==> src/periph_frame_regs.svh <==
// offsets, field positions, reset values and timing counts of the peripheral frame
`ifndef PERIPH_FRAME_REGS_SVH
`define PERIPH_FRAME_REGS_SVH

// ----------------------------------------------------------------
// address slots
// ----------------------------------------------------------------
`define PERIPH_BASE_ADDR      32'h4000_0000
`define PERIPH_SLOT_SIZE      32'h0000_1000
`define SLOT_OFF_BITS         12

// ----------------------------------------------------------------
// register offsets inside one slot
// ----------------------------------------------------------------
`define OFF_TASK_BASE         12'h000
`define OFF_SUBSCRIBE_BASE    12'h080
`define OFF_EVENT_BASE        12'h100
`define OFF_PUBLISH_BASE      12'h180
`define OFF_SHORTCUTS         12'h200
`define OFF_INT_ENABLE_MASK   12'h300
`define OFF_INT_ENABLE_SETTER 12'h304
`define OFF_INT_ENABLE_CLEARER 12'h308
`define OFF_ENABLE            12'h500
`define OFF_PIN_SELECT        12'h508

// ----------------------------------------------------------------
// fields, reset values, timing
// ----------------------------------------------------------------
`define HOOK_EN_BIT           31
`define ENABLE_BIT            0
`define TRIGGER_BIT           0
`define SHORTCUTS_RESET       32'h0000_0000
`define PIN_SELECT_RESET      32'h0000_001F
`define PIN_CONNECT_CYC       4

`endif

==> src/periph_frame_pkg.sv <==
// types shared by the peripheral frame modules
`default_nettype none
package periph_frame_pkg;

    // pin select sequencer, gray coded along idle -> wait -> live
    typedef enum logic [1:0]
    {
        PIN_IDLE = 2'b00,
        PIN_WAIT = 2'b01,
        PIN_LIVE = 2'b11
    } pin_state_t;

    typedef logic [11:0] slot_off_t;

endpackage
`default_nettype wire

==> src/pin_select_delay.sv <==
// delays a new pin selection by a fixed number of cycles before it drives the pin
`timescale 1ns/1ns
`include "periph_frame_regs.svh"
`default_nettype none
module pin_select_delay
    import periph_frame_pkg::*;
#(
    parameter int PIN_W = 5
)
(
    input  wire logic             sys_clk,   // system clock
    input  wire logic             reset_n,   // async reset
    input  wire logic             ce,        // clock enable
    input  wire logic             load,      // take sel_in
    input  wire logic [PIN_W-1:0] sel_in,    // new selection
    output logic      [PIN_W-1:0] pin_sel,   // selection in force
    output logic                  pin_live   // the last loaded selection is in force
);

    localparam logic [2:0] LOAD_CNT = 3'(`PIN_CONNECT_CYC - 1);

    if (PIN_W < 1 || PIN_W > 31)
    begin : g_bad_params
        $error("pin_select_delay: PIN_W out of range");
    end

    pin_state_t       state_r, state_nxt;
    logic [2:0]       cnt_r, cnt_nxt;
    logic [PIN_W-1:0] stage_r, stage_nxt;
    logic [PIN_W-1:0] sel_r, sel_nxt;

    // ----------------------------------------------------------------
    // sequencer
    // ----------------------------------------------------------------
    always_comb
    begin
        state_nxt = state_r;
        cnt_nxt   = cnt_r;
        stage_nxt = stage_r;
        sel_nxt   = sel_r;
        if (load)
        begin
            stage_nxt = sel_in;
            cnt_nxt   = LOAD_CNT;
            state_nxt = PIN_WAIT;
        end
        else
        begin
            case (state_r)
                PIN_IDLE: state_nxt = PIN_IDLE;
                PIN_WAIT:
                begin
                    if (cnt_r == 3'h0)
                    begin
                        sel_nxt   = stage_r;
                        state_nxt = PIN_LIVE;
                    end
                    else
                    begin
                        cnt_nxt = cnt_r - 3'h1;
                    end
                end
                PIN_LIVE: state_nxt = PIN_LIVE;
                default:  state_nxt = PIN_IDLE;
            endcase
        end
    end

    always_ff @(posedge sys_clk or negedge reset_n)
    begin
        if (!reset_n)
        begin
            state_r <= PIN_IDLE;
            cnt_r   <= 3'h0;
            stage_r <= PIN_W'(`PIN_SELECT_RESET);
            sel_r   <= PIN_W'(`PIN_SELECT_RESET);
        end
        else if (ce)
        begin
            state_r <= state_nxt;
            cnt_r   <= cnt_nxt;
            stage_r <= stage_nxt;
            sel_r   <= sel_nxt;
        end
    end

    assign pin_sel  = sel_r;
    assign pin_live = (state_r == PIN_LIVE);
endmodule // pin_select_delay
`default_nettype wire

==> src/periph_frame.sv <==
// register frame of one peripheral: tasks, events, shortcuts, hooks, interrupt, pin select
// ----------------------------------------------------------------
// How it works
// - each peripheral decodes its own 4 KB window
// - peripheral ID equals slot index above base
// - one interrupt line, index equals ID
// - main, set, clear aliases on consecutive words
// - ones set or clear bits, zeros ignored
// - alias reads return the main register
// - task fires on write one or signal
// - generated event sets its event register
// - only a software zero write clears event
// - new events still pulse while register is set
// - enabled shortcut fires its fixed task
// - one shortcut register, one bit each
// - each event maskable onto the interrupt
// - each event owns one mask bit position
// - set and clear aliases read the mask
// - publish and subscribe hooks per event, task
// - pin select stored while running, applied on next enable
// - new pin live four cycles after write
// - tasks and events ignored while disabled
// ----------------------------------------------------------------
`timescale 1ns/1ns
`include "periph_frame_regs.svh"
`default_nettype none
module periph_frame
    import periph_frame_pkg::*;
#(
    parameter int PERIPH_ID = 0,
    parameter int N_TASK    = 4,
    parameter int N_EVT     = 4,
    parameter int N_CHAN    = 16,
    parameter int PIN_W     = 5
)
(
    input  wire logic              sys_clk,       // system clock, 10 MHz
    input  wire logic              reset_n,       // async reset
    input  wire logic              ce,            // clock enable, freezes all state
    input  wire logic              reg_wr,        // register write strobe
    input  wire logic              reg_rd,        // register read strobe
    input  wire logic [31:0]       reg_addr,      // byte address
    input  wire logic [31:0]       reg_wdata,     // write data
    output logic      [31:0]       reg_rdata,     // read data
    output logic                   reg_rvalid,    // read data valid
    output logic                   reg_hit,       // address falls in this slot
    input  wire logic [N_TASK-1:0] task_in,       // task signals from own logic
    input  wire logic [N_EVT-1:0]  evt_in,        // event signals from own logic
    output logic      [N_TASK-1:0] task_pulse,    // tasks fired
    input  wire logic [N_CHAN-1:0] chan_in,       // fabric channels in
    output logic      [N_CHAN-1:0] chan_out,      // fabric channels out
    output logic                   irq,           // interrupt line
    output logic      [4:0]        irq_index,     // interrupt number
    output logic                   enabled,       // peripheral enabled
    output logic      [PIN_W-1:0]  pin_sel,       // pin in force
    output logic                   pin_connected  // pin is connected
);

    localparam int CH_W    = (N_CHAN > 1) ? $clog2(N_CHAN) : 1;
    localparam int N_SHORT = (N_EVT < N_TASK) ? N_EVT : N_TASK;
    localparam logic [31:0] BASE = `PERIPH_BASE_ADDR + 32'(PERIPH_ID) * `PERIPH_SLOT_SIZE;

    if (PERIPH_ID < 0 || PERIPH_ID > 31 || N_TASK < 1 || N_TASK > 32 || N_EVT < 1 ||
        N_EVT > 32 || N_CHAN < 2 || N_CHAN > 256 || PIN_W < 1 || PIN_W > 31)
    begin : g_bad_params
        $error("periph_frame: parameter out of range");
    end

    // ----------------------------------------------------------------
    // decode
    // ----------------------------------------------------------------
    slot_off_t off;
    logic      wr;
    logic      rd;

    assign reg_hit   = (reg_addr[31:12] == BASE[31:12]);
    assign off       = reg_addr[11:0];
    assign wr        = ce & reg_wr & reg_hit;
    assign rd        = ce & reg_rd & reg_hit;
    assign irq_index = 5'(PERIPH_ID);

    // ----------------------------------------------------------------
    // state
    // ----------------------------------------------------------------
    logic                        enable_r, enable_nxt;
    logic [31:0]                 shorts_r, shorts_nxt;
    logic [N_EVT-1:0]            mask_r, mask_nxt;
    logic [N_EVT-1:0]            events_r, events_nxt;
    logic [N_TASK-1:0]           sub_en_r, sub_en_nxt;
    logic [N_TASK-1:0][CH_W-1:0] sub_ch_r, sub_ch_nxt;
    logic [N_EVT-1:0]            pub_en_r, pub_en_nxt;
    logic [N_EVT-1:0][CH_W-1:0]  pub_ch_r, pub_ch_nxt;
    logic [PIN_W-1:0]            psel_r, psel_nxt;
    logic [N_TASK-1:0]           task_r, task_nxt;
    logic [N_CHAN-1:0]           chan_r, chan_nxt;
    logic                        irq_r, irq_nxt;
    logic [31:0]                 rdata_r, rdata_nxt;
    logic                        rvalid_r, rvalid_nxt;

    logic [N_EVT-1:0]  evt_gen;
    logic [N_EVT-1:0]  evt_zero_wr;
    logic [N_TASK-1:0] task_fire;
    logic              psel_wr;
    logic              pin_load;
    logic              pin_live;

    // ----------------------------------------------------------------
    // per event and per task trigger logic
    // ----------------------------------------------------------------
    for (genvar i = 0; i < N_EVT; i++)
    begin : g_evt
        assign evt_gen[i] = enable_r & evt_in[i];
        assign evt_zero_wr[i] = wr & ~reg_wdata[`TRIGGER_BIT] &
                                (off == `OFF_EVENT_BASE + 12'(4 * i));
    end

    for (genvar i = 0; i < N_TASK; i++)
    begin : g_task
        logic sw_hit;
        logic sub_hit;
        logic short_hit;
        assign sw_hit    = wr & reg_wdata[`TRIGGER_BIT] & (off == `OFF_TASK_BASE + 12'(4 * i));
        assign sub_hit   = sub_en_r[i] & chan_in[sub_ch_r[i]];
        assign short_hit = (i < N_SHORT) ? (shorts_r[i] & evt_gen[i % N_EVT]) : 1'b0;
        assign task_fire[i] = enable_r & (sw_hit | task_in[i] | sub_hit | short_hit);
    end

    // ----------------------------------------------------------------
    // register writes and outputs
    // ----------------------------------------------------------------
    always_comb
    begin
        enable_nxt = enable_r;
        shorts_nxt = shorts_r;
        mask_nxt   = mask_r;
        sub_en_nxt = sub_en_r;
        sub_ch_nxt = sub_ch_r;
        pub_en_nxt = pub_en_r;
        pub_ch_nxt = pub_ch_r;
        psel_nxt   = psel_r;
        chan_nxt   = '0;
        if (wr)
        begin
            case (off)
                `OFF_ENABLE:             enable_nxt = reg_wdata[`ENABLE_BIT];
                `OFF_SHORTCUTS:          shorts_nxt = reg_wdata;
                `OFF_INT_ENABLE_MASK:    mask_nxt = reg_wdata[N_EVT-1:0];
                `OFF_INT_ENABLE_SETTER:  mask_nxt = mask_r | reg_wdata[N_EVT-1:0];
                `OFF_INT_ENABLE_CLEARER: mask_nxt = mask_r & ~reg_wdata[N_EVT-1:0];
                `OFF_PIN_SELECT:         psel_nxt = reg_wdata[PIN_W-1:0];
                default:                 enable_nxt = enable_r;
            endcase
            for (int i = 0; i < N_TASK; i++)
            begin
                if (off == `OFF_SUBSCRIBE_BASE + 12'(4 * i))
                begin
                    sub_en_nxt[i] = reg_wdata[`HOOK_EN_BIT];
                    sub_ch_nxt[i] = reg_wdata[CH_W-1:0];
                end
            end
            for (int i = 0; i < N_EVT; i++)
            begin
                if (off == `OFF_PUBLISH_BASE + 12'(4 * i))
                begin
                    pub_en_nxt[i] = reg_wdata[`HOOK_EN_BIT];
                    pub_ch_nxt[i] = reg_wdata[CH_W-1:0];
                end
            end
        end
        // set wins over a software clear in the same cycle
        events_nxt = evt_gen | (events_r & ~evt_zero_wr);
        for (int i = 0; i < N_EVT; i++)
        begin
            if (evt_gen[i] && pub_en_r[i])
            begin
                chan_nxt[pub_ch_r[i]] = 1'b1;
            end
        end
        task_nxt = task_fire;
        irq_nxt  = |(events_nxt & mask_nxt);
    end

    // ----------------------------------------------------------------
    // read mux
    // ----------------------------------------------------------------
    always_comb
    begin
        rdata_nxt  = rdata_r;
        rvalid_nxt = rd;
        if (rd)
        begin
            case (off)
                `OFF_ENABLE:             rdata_nxt = 32'(enable_r);
                `OFF_SHORTCUTS:          rdata_nxt = shorts_r;
                `OFF_INT_ENABLE_MASK,
                `OFF_INT_ENABLE_SETTER,
                `OFF_INT_ENABLE_CLEARER: rdata_nxt = 32'(mask_r);
                `OFF_PIN_SELECT:         rdata_nxt = 32'(psel_r);
                default:                 rdata_nxt = 32'h0000_0000;
            endcase
            for (int i = 0; i < N_EVT; i++)
            begin
                if (off == `OFF_EVENT_BASE + 12'(4 * i))
                begin
                    rdata_nxt = 32'(events_r[i]);
                end
                if (off == `OFF_PUBLISH_BASE + 12'(4 * i))
                begin
                    rdata_nxt = {pub_en_r[i], 31'(pub_ch_r[i])};
                end
            end
            for (int i = 0; i < N_TASK; i++)
            begin
                if (off == `OFF_SUBSCRIBE_BASE + 12'(4 * i))
                begin
                    rdata_nxt = {sub_en_r[i], 31'(sub_ch_r[i])};
                end
            end
        end
    end

    always_ff @(posedge sys_clk or negedge reset_n)
    begin
        if (!reset_n)
        begin
            enable_r <= 1'b0;
            shorts_r <= `SHORTCUTS_RESET;
            mask_r   <= '0;
            events_r <= '0;
            sub_en_r <= '0;
            sub_ch_r <= '0;
            pub_en_r <= '0;
            pub_ch_r <= '0;
            psel_r   <= PIN_W'(`PIN_SELECT_RESET);
            task_r   <= '0;
            chan_r   <= '0;
            irq_r    <= 1'b0;
            rdata_r  <= 32'h0000_0000;
            rvalid_r <= 1'b0;
        end
        else if (ce)
        begin
            enable_r <= enable_nxt;
            shorts_r <= shorts_nxt;
            mask_r   <= mask_nxt;
            events_r <= events_nxt;
            sub_en_r <= sub_en_nxt;
            sub_ch_r <= sub_ch_nxt;
            pub_en_r <= pub_en_nxt;
            pub_ch_r <= pub_ch_nxt;
            psel_r   <= psel_nxt;
            task_r   <= task_nxt;
            chan_r   <= chan_nxt;
            irq_r    <= irq_nxt;
            rdata_r  <= rdata_nxt;
            rvalid_r <= rvalid_nxt;
        end
    end

    assign task_pulse = task_r;
    assign chan_out   = chan_r;
    assign irq        = irq_r;
    assign reg_rdata  = rdata_r;
    assign reg_rvalid = rvalid_r;
    assign enabled    = enable_r;

    // ----------------------------------------------------------------
    // pin select: applied while disabled or on the enable edge only
    // ----------------------------------------------------------------
    assign psel_wr  = wr & (off == `OFF_PIN_SELECT);
    assign pin_load = ce & ((psel_wr & ~enable_r) | (enable_nxt & ~enable_r));

    pin_select_delay #(
        .PIN_W    (PIN_W)
    ) u_pin (
        .sys_clk  (sys_clk),
        .reset_n  (reset_n),
        .ce       (ce),
        .load     (pin_load),
        .sel_in   (psel_nxt),
        .pin_sel  (pin_sel),
        .pin_live (pin_live)
    );

    assign pin_connected = enable_r & pin_live;
endmodule // periph_frame
`default_nettype wire

==> config.mk <==
export PLATFORM = sky130hd
export DESIGN_NAME = periph_frame
export DESIGN_NICKNAME = d
export VERILOG_FILES = /design/src/periph_frame_pkg.sv /design/src/pin_select_delay.sv /design/src/periph_frame.sv
export VERILOG_INCLUDE_DIRS = /design/src
export SDC_FILE = /design/constraint.sdc
export NUM_CORES = 1
export LEC_CHECK = 0
export BUFFER_PORTS_ARGS = -buffer_cell sky130_fd_sc_hd__buf_2
export CAP_MARGIN = 30
export CELL_PAD_IN_SITES_DETAIL_PLACEMENT = 2
export CELL_PAD_IN_SITES_GLOBAL_PLACEMENT = 2
export CORE_MARGIN = 10
export CORE_UTILIZATION = 36
export DETAILED_ROUTE_END_ITERATION = 8
export PLACE_DENSITY = 0.79
export SKIP_LAST_GASP = 1
export SLEW_MARGIN = 30
export SYNTH_ARGS = -nofsm -noshare
export SYNTH_HDL_FRONTEND = slang
export SYNTH_SLANG_ARGS = --single-unit
==> constraint.sdc <==
create_clock -name sys_clk -period 2.5 [get_ports sys_clk]
set_input_delay 0.5 -clock sys_clk [delete_from_list [all_inputs] [get_ports sys_clk]]
set_output_delay 0.5 -clock sys_clk [all_outputs]
set_load 0.01 [all_outputs]
==> flow_summary.json, run 1 <==
{
  "cts_resized": 0,
  "nFillCells": 2248,
  "pwr-share-clk_pct": 46.8,
  "hold_path.class": "in2async",
  "cts_made_buffers": 17,
  "detailed_place_hpwl_um": 23900,
  "diodes": 0,
  "first_pass_iters": 5,
  "synth_area_um2": 8090,
  "intPower_w": 0.00405,
  "vias_per_cell": 6.10,
  "crit_path_end_kind": "primary output",
  "numPortBuffers": 154,
  "swShare_pct": 28.0,
  "fin_crit_sh_pct": 92.7,
  "skew_ns": 0.0140,
  "met3_usage_pct": 6.02,
  "fin_nets": 985,
  "num_vias": 7221,
  "drv_slew": 0,
  "irDropWorstVdd_uv": 452,
  "grt_busiest_layer": "met2",
  "rsz0062_at_grt": "no",
  "clkTransAtPathRegs_ns": 0.07,
  "p_seq_share_pct": 45.5,
  "synth-edff-count": 0,
  "synth.top_cell.area_share_pct": 43.3,
  "total_power_w": 0.00563,
  "ant_nets": 0,
  "cts-root-buf": "clkbuf_16",
  "yosysWarnings": 0,
  "antenna_found_initial": 3,
  "die_width_um": 170,
  "grt_pass1_wl_um": 51100,
  "grt_max_degree": 56,
  "synth_area_leaders": "dfrtp_1 (43%), mux2_2 (11%), mux4_2 (6.4%)",
  "criticalPathCategory": "in2out",
  "ys_types": 74,
  "synthesis.instances": 713,
  "start_util_pct": 36.8,
  "die_h_um": 170,
  "synthFlopType": "dfrtp_1",
  "switchingPower_w": 0.00158,
  "overflow": 0,
  "cp.arrival_ns": 1.82,
  "drive_gt1_share_pct": 42.1,
  "crit_required_ns": 2.00,
  "wl_um": 32800,
  "crit_fanout": 3,
  "min_period_ns": 2.32,
  "yosysSeqAreaShare_pct": 48.2,
  "cts.path.max_buffers": 2,
  "track_usage_pct": 23.0,
  "cts_sinks": 155,
  "ios": 160,
  "worst_hold_slack_ns": 0.0289,
  "routabilityCongestion": 0.969,
  "worst_slew_pin_slew_ns": 0.629,
  "holdBufCountCts": 0,
  "mostFrequentLayoutCells": "buf_2 (153), dfrtp_1 (140), mux2_2 (82)",
  "drv_cap": 0,
  "synth-seq-cells": 155,
  "wl_per_cell_um": 27.7,
  "cts_tree": "done",
  "grt_util_met1_pct": 27.9,
  "yosysTopAreaCell": "dfrtp_1",
  "outcome": "completed",
  "start_kind": "input pin",
  "syn_area_per_cell_um2": 11.3,
  "rows": 54,
  "clock_latency_ns": 0.44,
  "cts_setup_buffers": 0,
  "power_leakage_nw": 4.66,
  "final-setup-viol-count": 0,
  "fmax_mhz": 432,
  "synthToLayoutAreaGrowth_pct": 24.0,
  "grt_pass1_vias": 8248,
  "powerDensity_nw_per_um2": 561,
  "met2_usage_pct": 39.1,
  "hold_viol_final": 0,
  "core_um2": 22000,
  "p_comb_share_pct": 7.7,
  "dieArea_um2": 28900,
  "drtIter0Drc": 410,
  "max-slew-margin-rel_pct": 58.0,
  "layout_commonest_cell": "buf_2",
  "synth_async_sr_flop_share_pct": 100,
  "drcViolationCount": 0,
  "cts_max_level": 4
}
## final timing paths
kind | from | end | slack [ns] | cells after the start
worst max-delay path | reg_addr[20] | reg_hit | 0.18 | 5
min in group sys_clk | reg_wdata[9] | shorts_r[9] | 0.28 | 2
worst min register to register | reg_rdata[31] | reg_rdata[31] | 0.49 | 2
worst min-delay path | reset_n | chan_out[7] | 0.03 | 1
max in group asynchronous | reset_n | u_pin.pin_sel[4] | 1.74 | 2
worst max register to register | sub_ch_r[8] | task_pulse[2] | 0.34 | 6
## per-layer routing
metal  vias to the layer above  routed length (um)
met1                      3800               13300
li1                       3075                   -
met3                        68                2160
met5                         -                  41
met2                       272               16600
met4                         6                 660
## cells by family (layout without fill, tap and decap cells)
logic type | count (synthesis) | count (layout) | synth area share (%)
AO/OA/AOI/OAI | 140 | 140 | 12.6
other | 1 | 5 | 0.0464
AND/OR/NAND/NOR | 239 | 239 | 16.3
XOR/XNOR | 1 | 1 | 0.108
multiplexers | 116 | 116 | 19.3
adder cells (fa/ha/maj) | 2 | 2 | 0.309
flip-flops | 155 | 155 | 48.2
buffers and inverters | 59 | 245 | 3.20
## layout make-up
class / instances / area [um2] / area share, %
multi-input cells: 503 / 3960 / 39.5
flip-flops and latches: 155 / 3900 / 38.9
repair buffers: 203 / 1200 / 11.9
clock buffers: 17 / 425 / 4.24
well taps: 280 / 350 / 3.49
clock inverters: 15 / 164 / 1.63
inverters: 10 / 37.5 / 0.374
## power by group through the flow
stage	logic, W	registers, W	clock network (W)
final	0.000435	0.00256	0.00263
after global routing	0.000476	0.00257	0.00281
after CTS	0.000439	0.00256	0.00268
after detailed placement	0.000432	0.00261	0
after global placement	0.000404	0.00261	0
after floorplan	0.000149	0.00262	0
## flip-flops by register name, summed over array words and instances (netlist names)
register,flops
sub_en_r,4
reg_rvalid,1
u_pin.pin_sel,5
shorts_r,32
psel_r,5
task_pulse,4
u_pin.state_r,2
sub_ch_r,16
events_r,4
u_pin.stage_r,5
enabled,1
reg_rdata,32
u_pin.cnt_r,3
mask_r,4
pub_ch_r,16
chan_out,16
irq,1
pub_en_r,4
## cells in the mapped netlist, types with 5 or more instances
library cell  number
mux4_2            23
buf_1              5
mux2_1             6
dfrtp_1          140
nand2_1           41
nor4_1             7
o32ai_1            5
dfstp_2           15
inv_1              9
a21oi_1           21
o21ai_0           12
and3_1             6
mux2i_1            5
a22o_1            26
o22ai_1           26
nor2_1            58
mux2_2            82
nand3_1           22
a211oi_1           5
a32oi_1            8
clkbuf_1          26
buf_4              6
nor3_1            36
nand4_1           11
buf_2             12
nand2b_1          10
## metrics by stage
step | instances | setup slack [ns] | util, % | TNS (ns) | instance area [um2]
2_1_floorplan | 717 | 0.177 | - | 0 | 8100
3_3_place_gp | 1150 | -0.155 | 42.9 | -4.76 | 9430
3_5_place_dp | 1150 | -0.330 | 42.9 | -9.06 | 9430
4_1_cts | 1182 | 0.113 | 45.6 | 0 | 10000
5_1_grt | 1183 | 0.0807 | 45.7 | 0 | 10000
6_report | 1183 | 0.183 | 45.7 | 0 | 10000
## critical path, cell delays in order
cell,delay [ns]
buf_2,0.11
or4_1,0.55
nor2_1,0.17
and2_1,0.27
buf_2,0.21
No activity file was read; power rests on OpenSTA's default activity.
==> run 2: changes to the inputs <==
Settings changed: CORE_UTILIZATION 36 to 35, PLACE_DENSITY 0.79 to 0.78, SYNTH_HIERARCHICAL from default to 1.
==> run 2 against run 1 <==
- maximum frequency decreased by 3.6%
- clock skew down 0.0043 ns
- sequential power about the same
- final area grew 4.4%
- via count is 2.8% higher
- clock-buffer cell count stayed put
- die area is 3.9% higher
- cell count up 11%
- non-clock buffer count grew 28
- combinational power down 5.3%
- critical path type is now in2reg
==> flow_summary.json, run 2 <==
{
  "synthToLayoutAreaGrowth_pct": 27.5,
  "yosysSeqAreaShare_pct": 47.5,
  "numPortBuffers": 154,
  "power_leakage_nw": 4.84,
  "synth.top_cell.area_share_pct": 42.7,
  "max-slew-margin-rel_pct": 64.3,
  "cts_tree": "done",
  "ios": 160,
  "wl_um": 32700,
  "fin_tns_setup_ns": 0,
  "cts_made_buffers": 17,
  "drive_gt1_share_pct": 41.0,
  "detailed_place_hpwl_um": 24500,
  "fin_crit_sh_pct": 96.2,
  "clock_latency_ns": 0.44,
  "start_util_pct": 35.9,
  "track_usage_pct": 21.6,
  "p_seq_share_pct": 44.3,
  "synth_area_leaders": "dfrtp_1 (43%), mux2_2 (10%), mux4_2 (5.8%)",
  "ys_types": 77,
  "intPower_w": 0.00423,
  "hold_path.class": "in2async",
  "antenna_found_initial": 2,
  "start_kind": "input pin",
  "crit_fanout": 5,
  "core_um2": 22800,
  "synthesis.instances": 774,
  "skew_ns": 0.00965,
  "cts_sinks": 155,
  "grt_util_met1_pct": 27.0,
  "drcViolationCount": 0,
  "p_comb_share_pct": 7.2,
  "dieArea_um2": 30000,
  "layout_commonest_cell": "buf_2",
  "rows": 55,
  "synthFlopType": "dfrtp_1",
  "yosysWarnings": 6,
  "grt_pass1_wl_um": 50900,
  "cts-root-buf": "clkbuf_16",
  "ff2ff_setup_slack_ns": 0.28,
  "switchingPower_w": 0.00152,
  "synth_async_sr_flop_share_pct": 100,
  "synth-seq-cells": 155,
  "die_width_um": 173,
  "first_pass_iters": 4,
  "postLayoutCoreUtil_pct": 45.8,
  "synth_area_um2": 8210,
  "num_vias": 7422,
  "cts.path.max_buffers": 2,
  "grt_pass1_vias": 8272,
  "met3_usage_pct": 3.68,
  "clkTransAtPathRegs_ns": 0.07,
  "crit_required_ns": 2.81,
  "syn_area_per_cell_um2": 10.6,
  "hold_viol_final": 0,
  "final-setup-viol-count": 0,
  "yosysTopAreaCell": "dfrtp_1",
  "cp.arrival_ns": 2.72,
  "drtIter0Drc": 557,
  "drv_slew": 0,
  "synth-edff-count": 0,
  "fmax_mhz": 416,
  "pwr-share-clk_pct": 48.5,
  "met2_usage_pct": 37.0,
  "criticalPathCategory": "in2reg",
  "worst_slew_pin_slew_ns": 0.528,
  "crit_path_end_kind": "flop",
  "synth.most_common_cell": "dfrtp_1",
  "die_h_um": 173,
  "fin_nets": 1076,
  "overflow": 0,
  "vias_per_cell": 5.67,
  "outcome": "completed",
  "powerDensity_nw_per_um2": 549,
  "ant_nets": 0,
  "irDropWorstVdd_uv": 453,
  "wl_per_cell_um": 25.0,
  "nFillCells": 2473,
  "mostFrequentLayoutCells": "buf_2 (153), dfrtp_1 (140), nand2_1 (109)",
  "swShare_pct": 26.5,
  "worst_hold_slack_ns": 0.00812,
  "netlist_top_cells_count": "dfrtp_1 (140), nand2_1 (109), mux2_2 (74)",
  "cts_max_level": 4,
  "min_period_ns": 2.40,
  "grt_busiest_layer": "met2",
  "routabilityCongestion": 0.939,
  "drv_cap": 0,
  "grt_max_degree": 51
}
[run 2: changes by cell type after synthesis, moves of 15 or more]
| cell | previous run | this run |
|---|---|---|
| inv_1 | 9 | 24 |
| o21ai_0 | 12 | 52 |
| a22o_1 | 26 | 1 |
| nand2_1 | 41 | 109 |
| nor2_1 | 58 | 43 |
| nor3_1 | 36 | 10 |
[run 2: worst paths after layout]
check                                   start               end  cells past startpoint
worst max-delay path             reg_addr[19]      sub_ch_r[14]                      8
worst min-delay path                  reset_n      shorts_r[18]                      1
worst max register to register   sub_ch_r[12]     task_pulse[3]                      5
worst min register to register  reg_rdata[28]     reg_rdata[28]                      2
max in group asynchronous             reset_n  u_pin/stage_r[0]                      2
min in group sys_clk             reg_wdata[5]       shorts_r[5]                      2
[run 2: cell families after synthesis]
group	after synthesis	share of synthesized area, %
buffers and inverters	71	3.79
flip-flops	155	47.5
adder cells (fa/ha/maj)	2	0.305
AND/OR/NAND/NOR	264	16.8
AO/OA/AOI/OAI	177	14.5
other	1	0.0457
multiplexers	103	17.0
XOR/XNOR	1	0.107
[run 2: power by group through the flow]
stage / Clock [W] / Combinational (W) / Sequential, W
2_1_floorplan: 0 / 0.000134 / 0.00260
3_3_place_gp: 0 / 0.000396 / 0.00259
3_5_place_dp: 0 / 0.000411 / 0.00259
4_1_cts: 0.00285 / 0.000414 / 0.00255
5_1_grt: 0.00297 / 0.000452 / 0.00255
6_report: 0.00279 / 0.000412 / 0.00255
[run 2: worst max-delay path: stages]
cell     delay (ns)
buf_2          0.09
nor4b_1        0.43
buf_4          0.19
nand2_1        0.13
or3_1          0.50
buf_4          0.20
nor2_2         0.29
mux2_2         0.38
[run 2: routing by layer]
| layer | wire length (um) | vias to the layer above |
|---|---|---|
| li1 | - | 3274 |
| met1 | 13800 | 3866 |
| met2 | 16700 | 234 |
| met3 | 1440 | 48 |
| met4 | 741 | 0 |
| met5 | 0 | - |
[run 2: area by class of cell]
class	count	area [um2]	area share, %
repair buffers	231	1410	13.4
flip-flops and latches	155	3900	37.2
inverters	24	90.1	0.860
clock buffers	17	425	4.06
well taps	313	392	3.74
clock inverters	15	194	1.85
diodes	2	5.00	0.0478
multi-input cells	552	4060	38.8
[run 2: timing repair]
| action | 4_1_cts | 5_1_grt |
|---|---|---|
| buffers inserted | 0 | 0 |
| setup endpoints to repair | 0 | 1 |
| gates resized for setup | 0 | 2 |
| hold buffers | 0 | 0 |
[run 2: per-stage QoR]
stage	setup WS (ns)	power (W)	std cells	instance area, um2
floorplan	-0.172	0.00273	778	8270
global placement	-0.280	0.00299	1275	9830
detailed placement	-0.360	0.00300	1275	9830
CTS	0.0714	0.00581	1307	10500
global route	-0.0107	0.00597	1309	10500
finish	0.0961	0.00575	1309	10500
==> run 3: changes to the inputs <==
Settings changed: CELL_PAD_IN_SITES_DETAIL_PLACEMENT 2 to default, CELL_PAD_IN_SITES_GLOBAL_PLACEMENT 2 to default, CORE_UTILIZATION 35 to 55, PLACE_DENSITY 0.78 to 0.79.
==> run 3 against run 2 <==
- global-route usage rose by 3.9 points
- die area fell by 33%
- sequential power barely moved
- critical endpoint is now u_pin/stage_r[2]
- largest cell class unchanged
- largest power group is now sequential cells
==> flow_summary.json, run 3 (same netlist as run 2, synthesis figures left out) <==
{
  "ant_nets": 0,
  "rsz0062_at_grt": "no",
  "detailed_place_hpwl_um": 19600,
  "cts_tree": "done",
  "skew_ns": 0.0120,
  "fin_nets": 1068,
  "design_area_um2": 10200,
  "drive_gt1_share_pct": 40.4,
  "cp.arrival_ns": 2.63,
  "outcome": "completed",
  "num_vias": 7308,
  "grt_pass1_vias": 7351,
  "start_util_pct": 56.3,
  "crit_required_ns": 2.85,
  "drv_cap": 0,
  "cts_made_buffers": 17,
  "clkTransAtPathRegs_ns": 0.06,
  "powerDensity_nw_per_um2": 535,
  "worst_slew_pin_slew_ns": 0.545,
  "cts-root-buf": "clkbuf_16",
  "dieArea_um2": 20200,
  "clock_latency_ns": 0.42,
  "cts.path.max_buffers": 2,
  "cts_setup_buffers": 0,
  "hold_path.class": "in2async",
  "final-setup-viol-count": 0,
  "start_kind": "input pin",
  "dpl.cell_count": 1138,
  "cp_num_buf_inv": 2,
  "vias_per_cell": 6.25,
  "synthToLayoutAreaGrowth_pct": 23.9,
  "crit_fanout": 6,
  "fin_cells": 1170,
  "cp_slowest_cell": "or4b_4",
  "layout_commonest_cell": "buf_2",
  "numPortBuffers": 154,
  "drtIter0Drc": 776,
  "mostFrequentLayoutCells": "buf_2 (153), dfrtp_1 (140), nand2_1 (109)",
  "min_period_ns": 2.28,
  "wl_per_cell_um": 22.4,
  "die_h_um": 142,
  "cpPeakStageDelay_ns": 0.57,
  "antenna_found_initial": 0,
  "fmax_mhz": 439,
  "cts_max_level": 4,
  "postLayoutCoreUtil_pct": 69.7,
  "first_pass_iters": 8,
  "core_um2": 14600,
  "overflow": 0,
  "fin_crit_sh_pct": 91.1,
  "detailed_place.area_um2": 9600,
  "die_width_um": 142,
  "holdBufCountCts": 0,
  "rows": 44,
  "ios": 160,
  "wl_um": 26200,
  "worst_hold_slack_ns": 0.0181,
  "grt_pass1_wl_um": 41100,
  "criticalPathCategory": "in2reg",
  "irDropWorstVdd_uv": 507,
  "power_leakage_nw": 4.78,
  "drcViolationCount": 0,
  "routabilityCongestion": 1.08,
  "critPathTopFamily": "simple AND/OR/NAND/NOR gates",
  "max-slew-margin-rel_pct": 63.6,
  "cts_sinks": 155,
  "fin_tns_setup_ns": 0,
  "hold_viol_final": 0,
  "crit_path_end_kind": "flop",
  "track_usage_pct": 25.5,
  "crit_chain": "buf_2, or4b_4, nor4_4, buf_4, a21oi_2, nor4b_4, nand2_1, mux2_2",
  "grt_max_degree": 61,
  "drv_slew": 0
}
## run 3: cell types whose count changed in the layout (fill, tap and decap cells not counted), moves of 2 or more
| cell | delta |
|---|---|
| clkinv_4 | +2 |
| clkinv_2 | +4 |
| inv_8 | -5 |
| buf_4 | -7 |
| clkinvlp_4 | -2 |
| clkbuf_8 | +2 |
## run 3: repair_timing
action | in CTS | in global routing
hold endpoints to repair | 0 | 0
gates resized for setup | 0 | 1
endpoints found under the setup margin | 0 | 1
## run 3: cell type report
cell class	instances	area, um2
fillers	1147	4410
multi-input cells	552	4060
flip-flops and latches	155	3900
repair buffers	223	1330
clock buffers	19	453
well taps	184	230
clock inverters	12	114
inverters	24	90.1
diodes	1	2.50
## run 3: power breakdown
part / switching (W) / total, W / internal [W] / leakage [nW]
logic: 0.000233 / 0.000394 / 0.000161 / 2.46
clock network: 0.00107 / 0.00250 / 0.00143 / 0.286
registers: 0.0000180 / 0.00255 / 0.00253 / 2.04
## run 3: worst paths after layout
path                                from          endpoint  slack (ns)  cells after the start
setup / recovery             reg_addr[1]  u_pin/stage_r[2]        0.22                      8
hold / removal                   reset_n      chan_out[13]        0.02                      1
max in group asynchronous        reset_n         psel_r[3]        1.80                      2
hold reg to reg            reg_rdata[25]     reg_rdata[25]        0.48                      2
min in group sys_clk        reg_wdata[5]       shorts_r[5]        0.30                      2
setup reg to reg            sub_ch_r[12]     task_pulse[3]        0.42                      5
## run 3: routing by layer
layer	track usage [%]	part of all wire (%)	up-vias
li1	-	-	3256
met4	9.47	3.3	0
met1	32.4	40	3581
met3	5.94	8.6	76
met5	0	0	-
met2	41.5	48	395
## run 3: worst reg2reg max path, cell delays in order (launching register included)
cell and delay [ns]:
dfrtp_1 0.57, mux4_2 0.57, mux4_2 0.46, nand2_1 0.12, o311a_1 0.20, a21oi_1 0.05
## run 3: metrics by stage
stage	total power, W	worst slack, ns
final	0.00544	0.222
after global routing	0.00559	0.119
after CTS	0.00545	0.171
after detailed placement	0.00298	-0.248
after global placement	0.00297	-0.153
after floorplan	0.00273	-0.172
